$ cat config.mk
export PLATFORM = sky130hd
export DESIGN_NAME = infoframe_status_regs
export DESIGN_NICKNAME = d
export VERILOG_FILES = /design/src/design/infoframe_status_pkg.sv /design/src/design/change_flag_if.sv /design/src/design/change_flag_store.sv /design/src/design/infoframe_status_regs.sv
export VERILOG_INCLUDE_DIRS = /design/src /design/src/design
export SDC_FILE = /design/constraint.sdc
export NUM_CORES = 1
export LEC_CHECK = 0
export ABC_AREA = 1
export BUFFER_PORTS_ARGS = -buffer_cell sky130_fd_sc_hd__buf_2
export CORE_ASPECT_RATIO = 0.8
export CORE_UTILIZATION = 25
export DETAILED_ROUTE_END_ITERATION = 8
export PLACE_DENSITY = 0.49
export SLEW_MARGIN = 20
export SYNTH_ARGS = -nofsm -noshare
export SYNTH_HDL_FRONTEND = slang
export SYNTH_SLANG_ARGS = --single-unit
$ cat constraint.sdc
create_clock -name pclk -period 1.1 [get_ports pclk]
set_input_delay 0.22 -clock pclk [delete_from_list [all_inputs] [get_ports pclk]]
set_output_delay 0.22 -clock pclk [all_outputs]
set_load 0.03 [all_outputs]
$ cat src/design/infoframe_status_cfg.svh
// Register offsets, field positions and reset values of the packet status bank
`ifndef INFOFRAME_STATUS_CFG_SVH
`define INFOFRAME_STATUS_CFG_SVH

// Register word indices; byte address is four times the index
`define OFS_PIXEL_REPETITION      8'h85
`define OFS_TOP_BAR_END_LOW       8'h86
`define OFS_PACKET_CHANGE_FLAGS_A 8'h87
`define OFS_TOP_BAR_END_HIGH      8'h88
`define OFS_BOTTOM_BAR_START_LOW  8'h89
`define OFS_BOTTOM_BAR_START_HIGH 8'h8a
`define OFS_LEFT_BAR_END_LOW      8'h8b
`define OFS_LEFT_BAR_END_HIGH     8'h8c
`define OFS_RIGHT_BAR_START_LOW   8'h8d
`define OFS_RIGHT_BAR_START_HIGH  8'h8e
`define OFS_PACKET_CHANGE_FLAGS_B 8'h8f
`define OFS_AUDIO_PACKET_VERSION  8'h90
`define OFS_AUDIO_CODING_KIND     8'h91
`define OFS_IRQ_STATUS            8'ha0
`define OFS_IRQ_CLEAR             8'ha1
`define OFS_IRQ_ENABLE            8'ha2

// Field positions
`define PIXEL_REP_MSB             3
`define CODING_KIND_LSB           4
`define FLAG_AVI                  0
`define FLAG_AUDIO                1
`define FLAG_SPD                  2
`define FLAG_MPEG                 3
`define FLAG_ACP                  4
`define FLAG_ISRC1                5
`define FLAG_ISRC2                6
`define NUM_PACKET_KINDS          7

// Reset values
`define RST_BYTE                  8'h00
`define RST_WORD                  16'h0000
`define RST_FLAGS                 7'h00

`endif

$ cat src/design/infoframe_status_pkg.sv
// Types shared by the packet status bank
package infoframe_status_pkg;

  // Captured packet fields as held by the bank
  typedef struct packed {
    logic [3:0]  pixel_repetition_factor;
    logic [15:0] top_bar_end;
    logic [15:0] bottom_bar_start;
    logic [15:0] left_bar_end;
    logic [15:0] right_bar_start;
    logic [7:0]  audio_packet_version;
    logic [3:0]  audio_coding_kind;
  } fields_t;

endpackage

$ cat src/design/change_flag_if.sv
// Interface between the bank and its sticky change flag store
`timescale 1ns/1ps
interface change_flag_if #(parameter int N = 7);
  logic [N-1:0] set_pulse;
  logic         clear_all;
  logic [N-1:0] flags;

  modport bank  (output set_pulse, output clear_all, input flags);
  modport store (input set_pulse, input clear_all, output flags);
endinterface

$ cat src/design/change_flag_store.sv
// Sticky packet change flags, set per kind, cleared all at once
`timescale 1ns/1ps
module change_flag_store #(
  parameter int N = 7
) (
  // Clock and reset
  input  wire logic   pclk,
  input  wire logic   presetn,
  // Flag traffic
  change_flag_if.store cf
);

  typedef struct packed {
    logic [N-1:0] flags;
  } store_state_t;

  store_state_t state_ff;
  store_state_t nxt_state;

  // One generate block per kind; a new change beats a clear in the same cycle
  genvar g;
  for (g = 0; g < N; g++) begin : g_flag
    always_comb begin
      nxt_state.flags[g] = state_ff.flags[g];
      if (cf.clear_all) begin
        nxt_state.flags[g] = 1'b0;
      end
      if (cf.set_pulse[g]) begin
        nxt_state.flags[g] = 1'b1;
      end
    end
  end

  // State register
  always_ff @(posedge pclk or negedge presetn) begin
    if (!presetn) begin
      state_ff <= '0;
    end else begin
      state_ff <= nxt_state;
    end
  end

  assign cf.flags = state_ff.flags;

endmodule // change_flag_store

$ cat src/design/infoframe_status_regs.sv
// Read-only bank of captured video and audio packet fields behind APB
//
// Summary of operation
// Four-bit pixel repetition, values above nine reserved
// Top bar end line, 16 bits, zero none
// Bottom bar start line, 16-bit byte pair
// Left bar last pixel, 16 bits, zero none
// Right bar first pixel, 16-bit byte pair
// Flag set when a packet kind changes
// Reading any flag copy clears all flags
// Every flag copy shows identical contents
// Seven flags, one per packet kind
// Flags in listed order from bit zero
// Audio coding kind in upper nibble
// Host writes to bank are ignored
//
// Register access over APB is this design's own decision.
`timescale 1ns/1ps
`include "infoframe_status_cfg.svh"
module infoframe_status_regs #(
  parameter int NKINDS = `NUM_PACKET_KINDS
) (
  // Clock and reset
  input  wire logic                          pclk,
  input  wire logic                          presetn,
  // APB slave
  input  wire logic                          psel,
  input  wire logic                          penable,
  input  wire logic                          pwrite,
  input  wire logic [11:0]                   paddr,
  input  wire logic [31:0]                   pwdata,
  input  wire logic [3:0]                    pstrb,
  output logic      [31:0]                   prdata,
  output logic                               pready,
  output logic                               pslverr,
  // Packet receiver capture port
  input  wire logic                          cap_valid,
  input  wire infoframe_status_pkg::fields_t cap_fields,
  input  wire logic [NKINDS-1:0]             packet_changed,
  // Interrupt
  output logic                               irq
);

  // ---------------------------------------------------------------
  // State
  // ---------------------------------------------------------------
  typedef struct packed {
    infoframe_status_pkg::fields_t fields;
    logic [NKINDS-1:0]             irq_status;
    logic [NKINDS-1:0]             irq_enable;
    logic [31:0]                   prdata;
    logic                          pready;
    logic                          pslverr;
    logic                          irq;
  } bank_state_t;

  bank_state_t state_ff;
  bank_state_t nxt_state;

  change_flag_if #(.N(NKINDS)) cf ();

  change_flag_store #(
    .N (NKINDS)
  ) u_flags (
    .pclk    (pclk),
    .presetn (presetn),
    .cf      (cf)
  );

  // ---------------------------------------------------------------
  // Decode
  // ---------------------------------------------------------------
  logic [7:0]  word_idx;
  logic        in_range;
  logic        acc_done;
  logic        wr_done;
  logic        is_flag_copy;

  // Index is address over four; upper bits must be zero to hit the bank
  assign word_idx = paddr[9:2];
  assign in_range = (paddr[11:10] == 2'h0) && (paddr[1:0] == 2'h0);
  // Answer is one cycle after setup: pready is high in the first access cycle
  assign acc_done = psel && penable && state_ff.pready;
  assign wr_done  = acc_done && pwrite;
  assign is_flag_copy = (word_idx == `OFS_PACKET_CHANGE_FLAGS_A) ||
                        (word_idx == `OFS_PACKET_CHANGE_FLAGS_B);

  // Flag store traffic. The clear lands on the edge that captures the read
  // word, so a change seen on that edge survives (set wins) and no change
  // can slip in between the captured value and the clear.
  assign cf.set_pulse = packet_changed;
  assign cf.clear_all = psel && !penable && !pwrite && in_range &&
                        is_flag_copy;

  // ---------------------------------------------------------------
  // Read mux
  // ---------------------------------------------------------------
  function automatic logic [31:0] read_word(input logic [7:0] idx,
                                             input bank_state_t s,
                                             input logic [NKINDS-1:0] fl,
                                             output logic hit);
    logic [31:0] d;
    d   = 32'h0000_0000;
    hit = 1'b1;
    case (idx)
      `OFS_PIXEL_REPETITION: begin
        d[`PIXEL_REP_MSB:0] = s.fields.pixel_repetition_factor;
      end
      `OFS_TOP_BAR_END_LOW:       d[7:0] = s.fields.top_bar_end[7:0];
      `OFS_TOP_BAR_END_HIGH:      d[7:0] = s.fields.top_bar_end[15:8];
      `OFS_BOTTOM_BAR_START_LOW:  d[7:0] = s.fields.bottom_bar_start[7:0];
      `OFS_BOTTOM_BAR_START_HIGH: d[7:0] = s.fields.bottom_bar_start[15:8];
      `OFS_LEFT_BAR_END_LOW:      d[7:0] = s.fields.left_bar_end[7:0];
      `OFS_LEFT_BAR_END_HIGH:     d[7:0] = s.fields.left_bar_end[15:8];
      `OFS_RIGHT_BAR_START_LOW:   d[7:0] = s.fields.right_bar_start[7:0];
      `OFS_RIGHT_BAR_START_HIGH:  d[7:0] = s.fields.right_bar_start[15:8];
      `OFS_PACKET_CHANGE_FLAGS_A,
      `OFS_PACKET_CHANGE_FLAGS_B: begin
        d[NKINDS-1:0] = fl;
      end
      `OFS_AUDIO_PACKET_VERSION:  d[7:0] = s.fields.audio_packet_version;
      `OFS_AUDIO_CODING_KIND: begin
        d[7:`CODING_KIND_LSB] = s.fields.audio_coding_kind;
      end
      `OFS_IRQ_STATUS:            d[NKINDS-1:0] = s.irq_status;
      `OFS_IRQ_ENABLE:            d[NKINDS-1:0] = s.irq_enable;
      `OFS_IRQ_CLEAR:             d = 32'h0000_0000;             // Write-only
      default: begin
        hit = 1'b0;
      end
    endcase
    return d;
  endfunction

  // ---------------------------------------------------------------
  // Next state
  // ---------------------------------------------------------------
  logic [31:0] rd_word;
  logic        rd_hit;

  always_comb begin
    rd_word = read_word(word_idx, state_ff, cf.flags, rd_hit);
  end

  // Fields, interrupt bits and bus answer
  always_comb begin
    nxt_state = state_ff;
    // Receiver capture owns the field store; the host has no write path
    if (cap_valid) begin
      nxt_state.fields = cap_fields;
    end
    // Interrupt clear by write-one, but a new event wins over the clear
    if (wr_done && in_range && word_idx == `OFS_IRQ_CLEAR && pstrb[0]) begin
      nxt_state.irq_status = state_ff.irq_status & ~pwdata[NKINDS-1:0];
    end
    nxt_state.irq_status = nxt_state.irq_status | packet_changed;
    if (wr_done && in_range && word_idx == `OFS_IRQ_ENABLE && pstrb[0]) begin
      nxt_state.irq_enable = pwdata[NKINDS-1:0];
    end
    nxt_state.irq = |(nxt_state.irq_status & nxt_state.irq_enable);
    // Zero-wait access: ready raised in the first access cycle
    nxt_state.pready  = psel && !penable;
    nxt_state.pslverr = 1'b0;
    nxt_state.prdata  = 32'h0000_0000;
    if (psel && !penable) begin
      if (!pwrite) begin
        nxt_state.prdata  = in_range ? rd_word : 32'h0000_0000;
        nxt_state.pslverr = !(in_range && rd_hit);
      end else begin
        // Writes to the read-only bank are dropped without error
        nxt_state.pslverr = !(in_range && rd_hit);
      end
    end
  end

  // ---------------------------------------------------------------
  // Registers
  // ---------------------------------------------------------------
  always_ff @(posedge pclk or negedge presetn) begin
    if (!presetn) begin
      state_ff <= '0;
    end else begin
      state_ff <= nxt_state;
    end
  end

  assign prdata  = state_ff.prdata;
  assign pready  = state_ff.pready;
  assign pslverr = state_ff.pslverr;
  assign irq     = state_ff.irq;

endmodule // infoframe_status_regs

Word-level counts from Yosys, hierarchy flattened:

Index checks and enable logic that the tools add are counted.

* bits in registers: 136
* input bits: 141
* output and inout bits: 35
* logic and storage cells: 88

* equal/unequal tests: 16
* mux-type cells: 18
* bitwise logic cells: 4
* reductions and logical operators: 30

Operator list (count)
* $eq A8 B8 Y1 const B: 16
* $pmux W4 S13: 1
* $pmux W3 S13: 1
* $mux W8: 3
* $reduce_or A16 Y1: 1
* $and A7 B7 Y7: 2
* $logic_and A1 B1 Y1: 14
* $mux W7: 2
* $reduce_bool A2 Y1: 7
* $mux W1: 10
* $pmux W1 S10: 1
* $not A7 Y7: 1
* $or A7 B7 Y7: 1
* $reduce_or A7 Y1: 1
* $logic_not A2 Y1: 2
* $logic_not A1 Y1: 3
* $reduce_or A2 Y1: 1
* $logic_or A1 B1 Y1: 1

Longest topological paths before layout:

Gate-level depths: netlist of run 1.

* depth in word-level cells: 10
* depth in mapped cells: 12
* depth with buffers taken out: 12

Hierarchy:

From an unflattened synthesis of run 1, not the netlist that was laid out.

* cell total of the unflattened synthesis: 677
* area total of the unflattened synthesis: 5591.6 µm²

Modules (own cells, without submodules)
* infoframe_status_regs: instances 1, cells an instance 648, area each 5333.9 µm², sequential area each 2627.5 µm²
* change_flag_store: instances 1, cells an instance 29, area each 257.7 µm², sequential area each 175.2 µm²

Worst setup path before layout of run 1:

No wires, ideal clock.

* path kind: register -> register
* start point: register state_ff (netlist bit pready)
* end point: register state_ff (netlist bit irq)
* library setup time: 0.119 ns
* data arrival time: 1.322 ns
* data required time: 0.981 ns
* setup slack: -0.341 ns
* cell stages (with the launch flop): 12
* path buffers: 0
* clock period less this slack: 1.441 ns
* path through: dfrtp_1 > nand2_1 > inv_1 > nand2_1 > nor2_4 > nand2_4 > nand2_1 > nand2_1 > nand2_1 > nand2_1 > nor2_1 > nand2_1

RTL lines
* from (decl): line infoframe_status_regs.sv:57 `bank_state_t state_ff;`
* from (signal assigned): line infoframe_status_regs.sv:183 `state_ff <= nxt_state;`

==> results of run 1 <==
## per-layer routing
layer / vias up / part of all wire / track usage
met4: 0 / 0.0078 / 0.0310
met3: 11 / 0.046 / 0.0317
li1: 2358 / - / -
met5: - / 0 / 0
met1: 2156 / 0.51 / 0.224
met2: 122 / 0.43 / 0.220
## power by group through the flow
| stage | logic (mW) | registers (mW) | clock network [mW] |
|---|---|---|---|
| after detailed placement | 1.12 | 4.63 | 0 |
| after global placement | 1.12 | 4.63 | 0 |
| final | 1.18 | 4.55 | 3.11 |
| after global routing | 1.32 | 4.59 | 3.37 |
| after floorplan | 0.649 | 4.57 | 0 |
| after CTS | 1.15 | 4.55 | 3.20 |
## critical path, delay by kind of cell (launching register included)
family,cells,cell delay [ns]
buf+inv,3,0.23
simple gates,10,0.67
flops,1,0.41
## state kept, by name (all words and copies together) (netlist names)
name,cells
pslverr,1
prdata,8
state_ff,94
u_flags.cf.flags,7
irq,1
pready,1
## layout make-up
cell class,count,area share
sequential,112,0.372
multi-input combinational,445,0.343
timing repair buffer,174,0.162
tap,300,0.0497
inverter,71,0.0370
clock buffer,10,0.0303
clock inverter,6,0.00613
## timing repair
action                                  in CTS  in global routing
endpoints found under the hold margin       13                  0
pin swaps                                   14                 36
hold buffers                                 1                  0
endpoints found under the setup margin      37                 42
buffers inserted                             3                  3
gates resized for setup                     49                 72
## per-stage QoR
step	setup slack, ns	cell area [sq um]	hold slack [ns]
2_1_floorplan	-0.260	5790	-0.0756
3_3_place_gp	-0.544	6850	0.127
3_5_place_dp	-0.540	6850	0.121
4_1_cts	-0.349	7310	0.0177
5_1_grt	-0.424	7550	0.0205
6_report	-0.324	7550	0.0263
## logic make-up (layout without fill, tap and decap cells)
kind of cell | Yosys count | after routing | synth area share
and+or+nand+nor | 288 | 288 | 0.227
AOI/OAI and AO/OA | 89 | 89 | 0.0805
other | 1 | 24 | 0.000666
muxes | 44 | 44 | 0.0880
DFF | 112 | 112 | 0.498
buffers and inverters | 121 | 261 | 0.106
## worst max-delay path by stage
stage                endpoint  slack [ns]  cells past startpoint
floorplan                 irq       -0.26                     11
global placement    prdata[5]       -0.54                     13
detailed placement  prdata[5]       -0.54                     13
CTS                       irq       -0.35                     13
global route              irq       -0.42                     13
finish                    irq       -0.32                     13
## synth_stat cells (4+ instances only)
cell type  number
nand3_1        49
nand2_2         4
nor2_1         60
nor2_4          7
o21ai_0        81
inv_2           5
nand2_1       153
clkbuf_1       12
dfrtp_1       112
nor2_2          5
buf_4          35
inv_1          66
mux2_2         44
==> results.md, run 1 <==
- Synthesized flop and latch total: about 110
- DRC viols: 0
- Final worst-path cycle share: 1.29
- Chip Width: between 150 and 200 microns
- Placed cells: roughly 1100
- Largest net degree at the start of global routing: 38
- Initial core utilization: 0.258
- Vias in the first global route: 4680
- HP Start: penable
- Setup violators final: 35
- R2R cell count: 13
- Most area-hungry cell type in the Yosys netlist: dfrtp_1
- Max FO, Critical Path: 10
- Share of power burned in registers: 0.515
- Critical Path, Cell by Cell: nand2_1 -> inv_1 -> nand2_2 -> nor2_4 -> buf_12 -> nand2_8 -> inv_6 -> nand2_1 -> nand2_1 -> nand2_1 -> nand2_2 -> nor2_2 -> nand2_1
- Post-Route WL: 16.5 mm
- Final slew viol count: 0
- Reg clk slew, reported paths: approximately 0.070 ns
- Post-Synthesis Cell Area: 5630 sq um
- Commonest non-fill, non-tap cell in the layout: nand2_1
- Crit path from: pready
- Storage cell area: between 2000 and 3000 sq um
- Number of synthesized flops with an enable pin: 0
- Full die area: approximately 23000 sq um
- Total global routing overflow: 0
- Critical Path RT: between 1 and 1.5 ns
- Routed length per instance: around 15 microns
- Cells taking the most area after synthesis: dfrtp_1 (50%), nand2_1 (10%), mux2_2 (8.8%)
- Cells on Worst Hold Path: 2
- Top FF cell, synth: dfrtp_1
- Max frequency: roughly 0.7 GHz
- Antenna violations before repair: 0
- Hold Path Sink: pready
- Critical Path Most Common Cell: nand2_1
- PortBufs: between 100 and 150
- Total power: between 8 and 9 mW
- Post-Synthesis Cells: 655
- # IOs: roughly 180
- Commonest cells after routing, fill and taps aside: nand2_1 (130), dfrtp_1 (111), buf_2 (107)
- DR pass1 iterations: 5
- CTS buffer count: 9
- Slowest cell on crit path: dfrtp_2
- Status: complete, but fails checks
- First-pass GRT wire length: roughly 26 mm
- RR Endpoint: irq
- Fin crit period: 1.42 ns
- Row count: 48
- Area share of the largest cell type after synthesis: 0.498
- Post-layout nets: between 900 and 1000
- CP arrival: 1.68 ns
- Sw Share: 0.272
- Area Overhead vs Synth: 34.1%
- Hold Crit Class: in -> reg
- Via count: roughly 4600
- Clk_lat worst skew: between 0.3 and 0.4 ns
- Static leakage: ~3.7 nW
- CP Capture Type: flip-flop
- Max Clock Skew: roughly 0.0077 ns
- Mean Syn Cell Area: between 8 and 9 sq um
- RSZ-0062 raised after global routing: yes
- Fillers: roughly 2300
- Failing checks: negative setup slack
- Internal: between 6 and 7 mW
- CTS tree: built
- Startpoint Class: flip-flop
- Total track usage: 0.150
- Via/cell ratio: a little over 4
- Comb pwr share: 0.133
- H-tree lvl count: 3
- Fin. Hold Viols: 0
- Sequential area share after synthesis: 0.498
- Clock Tree Buf Depth: 2
- Inserted Diodes: 0
- Final Wtd Congestion: approximately 0.80
- DPL Wire Length: ~13 mm
- Crit-path max cell delay: between 0.4 and 0.5 ns
- Layout cell share with drive strength beyond 1: 0.396
- CORE AREA: around 22000 sq um
- Final cell utilization of the core: 0.346
- FF-to-FF setup slack: -0.32 ns
- R2R Path Start: pready
- Pwr/cell area: ~1200 nW/um^2
- Peak supply drop: between 0.0007 and 0.0008 V
- CTS Root Cell: clkbuf_16
- Ys Warns: 0
- Max Cap Viol: 0
- Area occupied by multi-input gates: between 2000 and 3000 sq um
- Fin cells: between 1000 and 1500
- Starting DRT DRC Count: roughly 250
- Count of different cell masters after synthesis: 27
- Setup_tns: -2.88 ns
- Die Span Y: 136 microns
- Final antenna-violating net count: 0
- Synth async-reset ratio: 1.00
- CTS sink cnt: about 110
- Worst setup margin: -0.324 ns
- Net Sw Power: around 2.4 mW
- Worst setup path class: reg -> reg
- Clock power share: 0.352
No activity file was read; power rests on OpenSTA's default activity.
==> run 2: changes to the inputs <==
--- a/config.mk
+++ b/config.mk
@@ -7,7 +7,7 @@
 export NUM_CORES = 1
 export LEC_CHECK = 0
 export ABC_AREA = 1
-export BUFFER_PORTS_ARGS = -buffer_cell sky130_fd_sc_hd__buf_2
+export BUFFER_PORTS_ARGS = -buffer_cell sky130_fd_sc_hd__clkbuf_2
 export CORE_ASPECT_RATIO = 0.8
 export CORE_UTILIZATION = 25
 export DETAILED_ROUTE_END_ITERATION = 8
==> run 2 against run 1 <==
Against the previous run: the flow still finishes with violations (negative setup slack); largest cell class unchanged; global-route usage is 0.24 points higher; sequential power hardly changed; count of clock-buffer cells in the layout is 1 higher; hold slack better by 0.014 ns; clock power is 7.1% higher; routed wire length is 3.7% higher; critical path depth is 1 lower; final cell count is 2.7% higher.
==> results.md, run 2 (synthesis gave the netlist of run 1 again) <==
- Commonest non-fill, non-tap cell in the layout: nand2_1
- Commonest cells after routing, fill and taps aside: nand2_1 (132), dfrtp_1 (111), clkbuf_2 (106)
- Crit-path max cell delay: between 0.3 and 0.4 ns
- Net Sw Power: approximately 2.4 mW
- DR pass1 iterations: 4
- Comb pwr share: 0.143
- # IOs: approximately 180
- Layout cell share with drive strength beyond 1: 0.409
- Static leakage: 4.02 nW
- Setup_tns: -3.27 ns
- Pwr/cell area: 1150 nW/um^2
- Final antenna-violating net count: 0
- Routed length per instance: approximately 15 microns
- Setup violators final: a little over 40
- Internal: just under 7 mW
- Area Overhead vs Synth: 42.3%
- Critical Path Most Common Cell: nand2_1
- Fin. Hold Viols: 0
- CP Capture Type: flip-flop
- Total global routing overflow: 0
- H-tree lvl count: 3
- DPL Wire Length: around 13 mm
- Final hold slack: approximately 0.040 ns
- Share of power burned in registers: 0.494
- Via/cell ratio: between 4 and 5
- Status: complete, but fails checks
- Row count: between 40 and 50
- Fin cells: approximately 1100
- CP arrival: approximately 1.7 ns
- Via count: approximately 4900
- CTS buffer count: 9
- Final cell utilization of the core: 0.367
- Inserted Diodes: 0
- Fin crit period: 1.42 ns
- Max Cap Viol: 0
- Buf+Inv Stages, Crit Path: 2
- Hold Crit Class: in -> reg
- CTS sink cnt: about 110
- Failing checks: negative setup slack
- Vias in the first global route: ~4800
- Final Wtd Congestion: about 0.81
- Max FO, Critical Path: 10
- Clock power share: 0.362
- Die Span Y: 136 microns
- Metal2 WL: about 7.5 mm
- Startpoint Class: flip-flop
- PortBufs: about 120
- Full die area: 23100 sq um
- Worst setup margin: -0.319 ns
- Max Clock Skew: between 0.008 and 0.009 ns
- Max frequency: a little over 0.7 GHz
- Chip Width: 170 microns
- Top reg by flops: state_ff
- Final worst-path cycle share: 1.29
- WL met1: 8.72 mm
- Sw Share: 0.264
- CORE AREA: around 22000 sq um
- Place WS: -0.614 ns
- Placed cells: 1111
- Reg clk slew, reported paths: roughly 0.08 ns
- First-pass GRT wire length: 26.4 mm
- Worst setup path class: reg -> reg
- Met3 wire length: approximately 800 microns
- RSZ-0062 raised after global routing: yes
- Peak supply drop: approximately 0.00066 V
- Final slew viol count: 0
- Post-layout nets: 984
- DRC viols: 0
- Kind of cell adding the most delay to the critical path: simple AND/OR/NAND/NOR gates
- Critical Path RT: 1.35 ns
- Critical Path, Cell by Cell: nand2_1 -> inv_1 -> nand2_2 -> nor2_4 -> buf_12 -> nand3_1 -> nand2_1 -> nand2_2 -> nand2_1 -> nand2_1 -> nor2_1 -> nand2_1
- Clock Tree Buf Depth: 2
- Starting DRT DRC Count: around 340
- Initial core utilization: 0.258
- Max layer used: met4
- Slowest cell on crit path: dfrtp_2
- Total track usage: 0.152
- Clk_lat worst skew: 0.36 ns
- Largest net degree at the start of global routing: 40
- CTS Root Cell: clkbuf_16
- Post-Route WL: around 17 mm
- Antenna violations before repair: 0
- Max reg flops: between 90 and 100
- CTS tree: built
run 2: cell count changes in the layout (fill, tap and decap cells not counted), moves of 5 or more:
| cell | previous run | this run |
|---|---|---|
| clkbuf_2 | 0 | 106 |
| nor2_2 | 18 | 9 |
| buf_8 | 1 | 12 |
| buf_2 | 107 | 0 |
| nand2_2 | 20 | 13 |
| nor2_1 | 43 | 48 |
| buf_4 | 33 | 50 |
run 2: final timing paths:
path,end,from,slack (ns),depth (start not counted)
min reg2reg,u_flags.cf.flags[2],u_flags.cf.flags[2],0.50,2
min,pready,penable,0.04,2
max,irq,pready,-0.32,12
max in group asynchronous,state_ff[72],presetn,0.29,3
max reg2reg,irq,pready,-0.32,12
min in group asynchronous,state_ff[117],presetn,0.30,2
run 2: stage by stage:
step	total power [mW]	area, sq um
2_1_floorplan	5.22	5790
3_3_place_gp	5.80	6990
3_5_place_dp	5.81	6990
4_1_cts	9.28	7850
5_1_grt	9.61	8010
6_report	9.20	8010
run 2: final cells by class:
type	count	area [sq um]
fill	2255	13800
sequential	112	2800
multi-input combinational	445	2630
timing repair buffer	204	1620
tap	300	375
inverter	71	289
clock buffer	11	233
clock inverter	5	65.1
run 2: timing repair:
item | CTS | global route
hold buffers | 1 | 0
setup buffers | 15 | 5
pin swaps | 37 | 14
cloned | 1 | 1
endpoints found under the hold margin | 14 | 0
endpoints found under the setup margin | 37 | 42
gates resized for setup | 114 | 41
run 2: metal layers:
layer / vias up / global-route usage
li1: 2424 / -
met1: 2342 / 0.223
met2: 125 / 0.230
met3: 8 / 0.0317
met4: 0 / 0.0315
met5: - / 0
run 2: power by group through the flow:
stage	clock, mW	combinational, mW	sequential, mW
final	3.33	1.32	4.55
after global routing	3.58	1.45	4.58
after CTS	3.43	1.31	4.55
after detailed placement	0	1.18	4.63
after global placement	0	1.17	4.63
after floorplan	0	0.649	4.57
run 2: worst reg2reg max path, cell delays in order (launching register included):
cell	delay (ns)
dfrtp_2	0.36
nand2_1	0.05
inv_1	0.05
nand2_2	0.07
nor2_4	0.12
buf_12	0.14
nand3_1	0.08
nand2_1	0.09
nand2_2	0.07
nand2_1	0.06
nand2_1	0.07
nor2_1	0.10
nand2_1	0.05
==> run 3: changes to the inputs <==
==> constraint.sdc (replaced) <==
create_clock -name pclk -period 1.1 [get_ports pclk]
set_input_delay 0.22 -clock pclk [delete_from_list [all_inputs] [get_ports pclk]]
set_output_delay 0.22 -clock pclk [all_outputs]
set_load 0.1 [all_outputs]
==> run 3 against run 2 <==
Against the previous run: the run still ends with negative setup slack left; maximum frequency fell by 4.1%; hold slack worse by 0.0040 ns; die area stayed put; sequential power about the same; routed wire length down 1.2%; final cell count shrank 1.6%.
==> results.md, run 3 (synthesis gave the netlist of run 1 again) <==
- CTS Root Cell: clkbuf_16
- First-pass GRT wire length: 26.2 mm
- Hold Crit Class: in -> reg
- Setup_tns: -3.65 ns
- Top reg by flops: state_ff
- DPL Wire Length: 13.0 mm
- Worst setup path class: reg -> reg
- Clock Tree Buf Depth: 2
- Startpoint Class: flip-flop
- Placed cells: between 1000 and 1500
- Fin. Hold Viols: 0
- Max frequency: slightly below 0.7 GHz
- # IOs: 176
- PortBufs: between 100 and 150
- CTS buffer count: 9
- Full die area: around 23000 sq um
- Buf+Inv Stages, Crit Path: 3
- DRC viols: 0
- Fin cells: around 1100
- Met1 Resource Use GR: 0.225
- Layout cell share with drive strength beyond 1: 0.431
- Max FO, Critical Path: 9
- Post-Route WL: about 17 mm
- Met2 usage: 0.221
- Row count: 48
- Vias in the first global route: 4702
- Worst setup margin: -0.381 ns
- Cell area after layout: around 8000 sq um
- Critical Path Most Common Cell: nand2_1
- CTS tree: built
- Max Cap Viol: 0
- Failing checks: negative setup slack
- Critical Path RT: 1.36 ns
- Final worst-path cycle share: 1.35
- Cells on Worst Hold Path: 2
- Final Wtd Congestion: 0.800
- Setup violators final: between 40 and 50
- Die Span Y: about 140 microns
- Critical Path, Cell by Cell: nand2_2 -> inv_2 -> nand2_2 -> nor2_4 -> buf_12 -> nand2_8 -> inv_6 -> nand2_1 -> nand2_1 -> nand2_1 -> nand2_1 -> nor2_2 -> nand2_1
- CORE AREA: 21800 sq um
- Peak supply drop: 0.000629 V
- R2R cell count: 13
- Post-Place Cell Area: 7020 sq um
- Via count: between 4000 and 5000
- Crit-path max cell delay: 0.48 ns
- Post-layout nets: a little under 1000
- Antenna violations before repair: 0
- Total power: 9.69 mW
- Status: complete, but fails checks
- Commonest non-fill, non-tap cell in the layout: nand2_1
- Pwr/cell area: roughly 1200 nW/um^2
- Initial core utilization: 0.258
- Starting DRT DRC Count: between 200 and 250
- Clk_lat worst skew: approximately 0.36 ns
- Final slew viol count: 0
- CP arrival: between 1.5 and 2 ns
- Kind of cell adding the most delay to the critical path: simple AND/OR/NAND/NOR gates
- CP Capture Type: flip-flop
- CTS sink cnt: roughly 110
- Area Overhead vs Synth: 42.8%
- Met3 usage: 0.0320
- Routed length per instance: 14.9 microns
- Total track usage: 0.151
- H-tree lvl count: 3
- Final antenna-violating net count: 0
- Max reg flops: between 90 and 100
- Reg clk slew, reported paths: 0.08 ns
- RSZ-0062 raised after global routing: yes
- GRT Max-Usage Layer: met1
- Chip Width: between 150 and 200 microns
- DR pass1 iterations: 4
- Final cell utilization of the core: 0.369
- Static leakage: 3.98 nW
- Levels on crit path: 13
- Via/cell ratio: ~4.2
- Total global routing overflow: 0
- Commonest cells after routing, fill and taps aside: nand2_1 (123), dfrtp_1 (110), clkbuf_2 (104)
- Fin crit period: approximately 1.5 ns
- Inserted Diodes: 0
- Slowest cell on crit path: dfrtp_4
- Largest net degree at the start of global routing: 43
- Max Clock Skew: ~0.0093 ns
[run 3: cell count changes in the layout (fill, tap and decap cells not counted), moves of 3 or more]
cell     change
o21ai_2      +3
buf_12      +10
nand3_1      -7
nor2_2       +6
nand3_2      +8
nand2_1      -9
inv_2        -3
buf_4       -11
buf_8        -9
nor2_1       -7
nand2_2      +8
[run 3: worst register-to-register path: cells and delay by family (launching register included)]
kind          cells  cell delay (ns)
flops             1             0.48
buf+inv           3             0.22
simple gates     10             0.66
[run 3: per-layer routing]
layer | part of all wire | vias up
li1 | - | 2376
met1 | 0.51 | 2302
met2 | 0.43 | 104
met3 | 0.045 | 12
met4 | 0.0084 | 0
met5 | 0 | -
[run 3: final timing paths]
check / start / endpoint / slack [ns]
setup / recovery: pready / irq / -0.38
max in group asynchronous: presetn / state_ff[36] / 0.31
min in group asynchronous: presetn / state_ff[96] / 0.29
hold / removal: penable / pready / 0.04
setup reg to reg: pready / irq / -0.38
hold reg to reg: state_ff[42] / state_ff[42] / 0.51
[run 3: power breakdown]
part | internal (mW) | switching, mW
clock network | 2.06 | 1.54
registers | 4.40 | 0.160
logic | 0.552 | 0.982
[run 3: area by class of cell]
| type | count | area, sq um |
|---|---|---|
| Clock buffer | 11 | 243 |
| Clock inverter | 5 | 80.1 |
| Fill cell | 2240 | 13800 |
| Inverter | 71 | 320 |
| Multi-Input combinational cell | 445 | 2710 |
| Sequential cell | 112 | 2810 |
| Tap cell | 300 | 375 |
| Timing Repair Buffer | 186 | 1500 |
[run 3: what timing repair did]
item	4_1_cts	5_1_grt
cloned	0	1
resized for setup	43	126
setup endpoints to repair	42	42
hold buffers	1	0
hold endpoints to repair	12	0
pin swaps	20	40
setup buffers	6	8
[run 3: per-stage QoR]
step                      worst slack, ns  hold WS (ns)
after floorplan                    -0.444       -0.0756
after global placement             -0.535         0.114
after detailed placement           -0.548         0.118
after CTS                          -0.382        0.0269
after global routing               -0.483        0.0306
final                              -0.381        0.0362
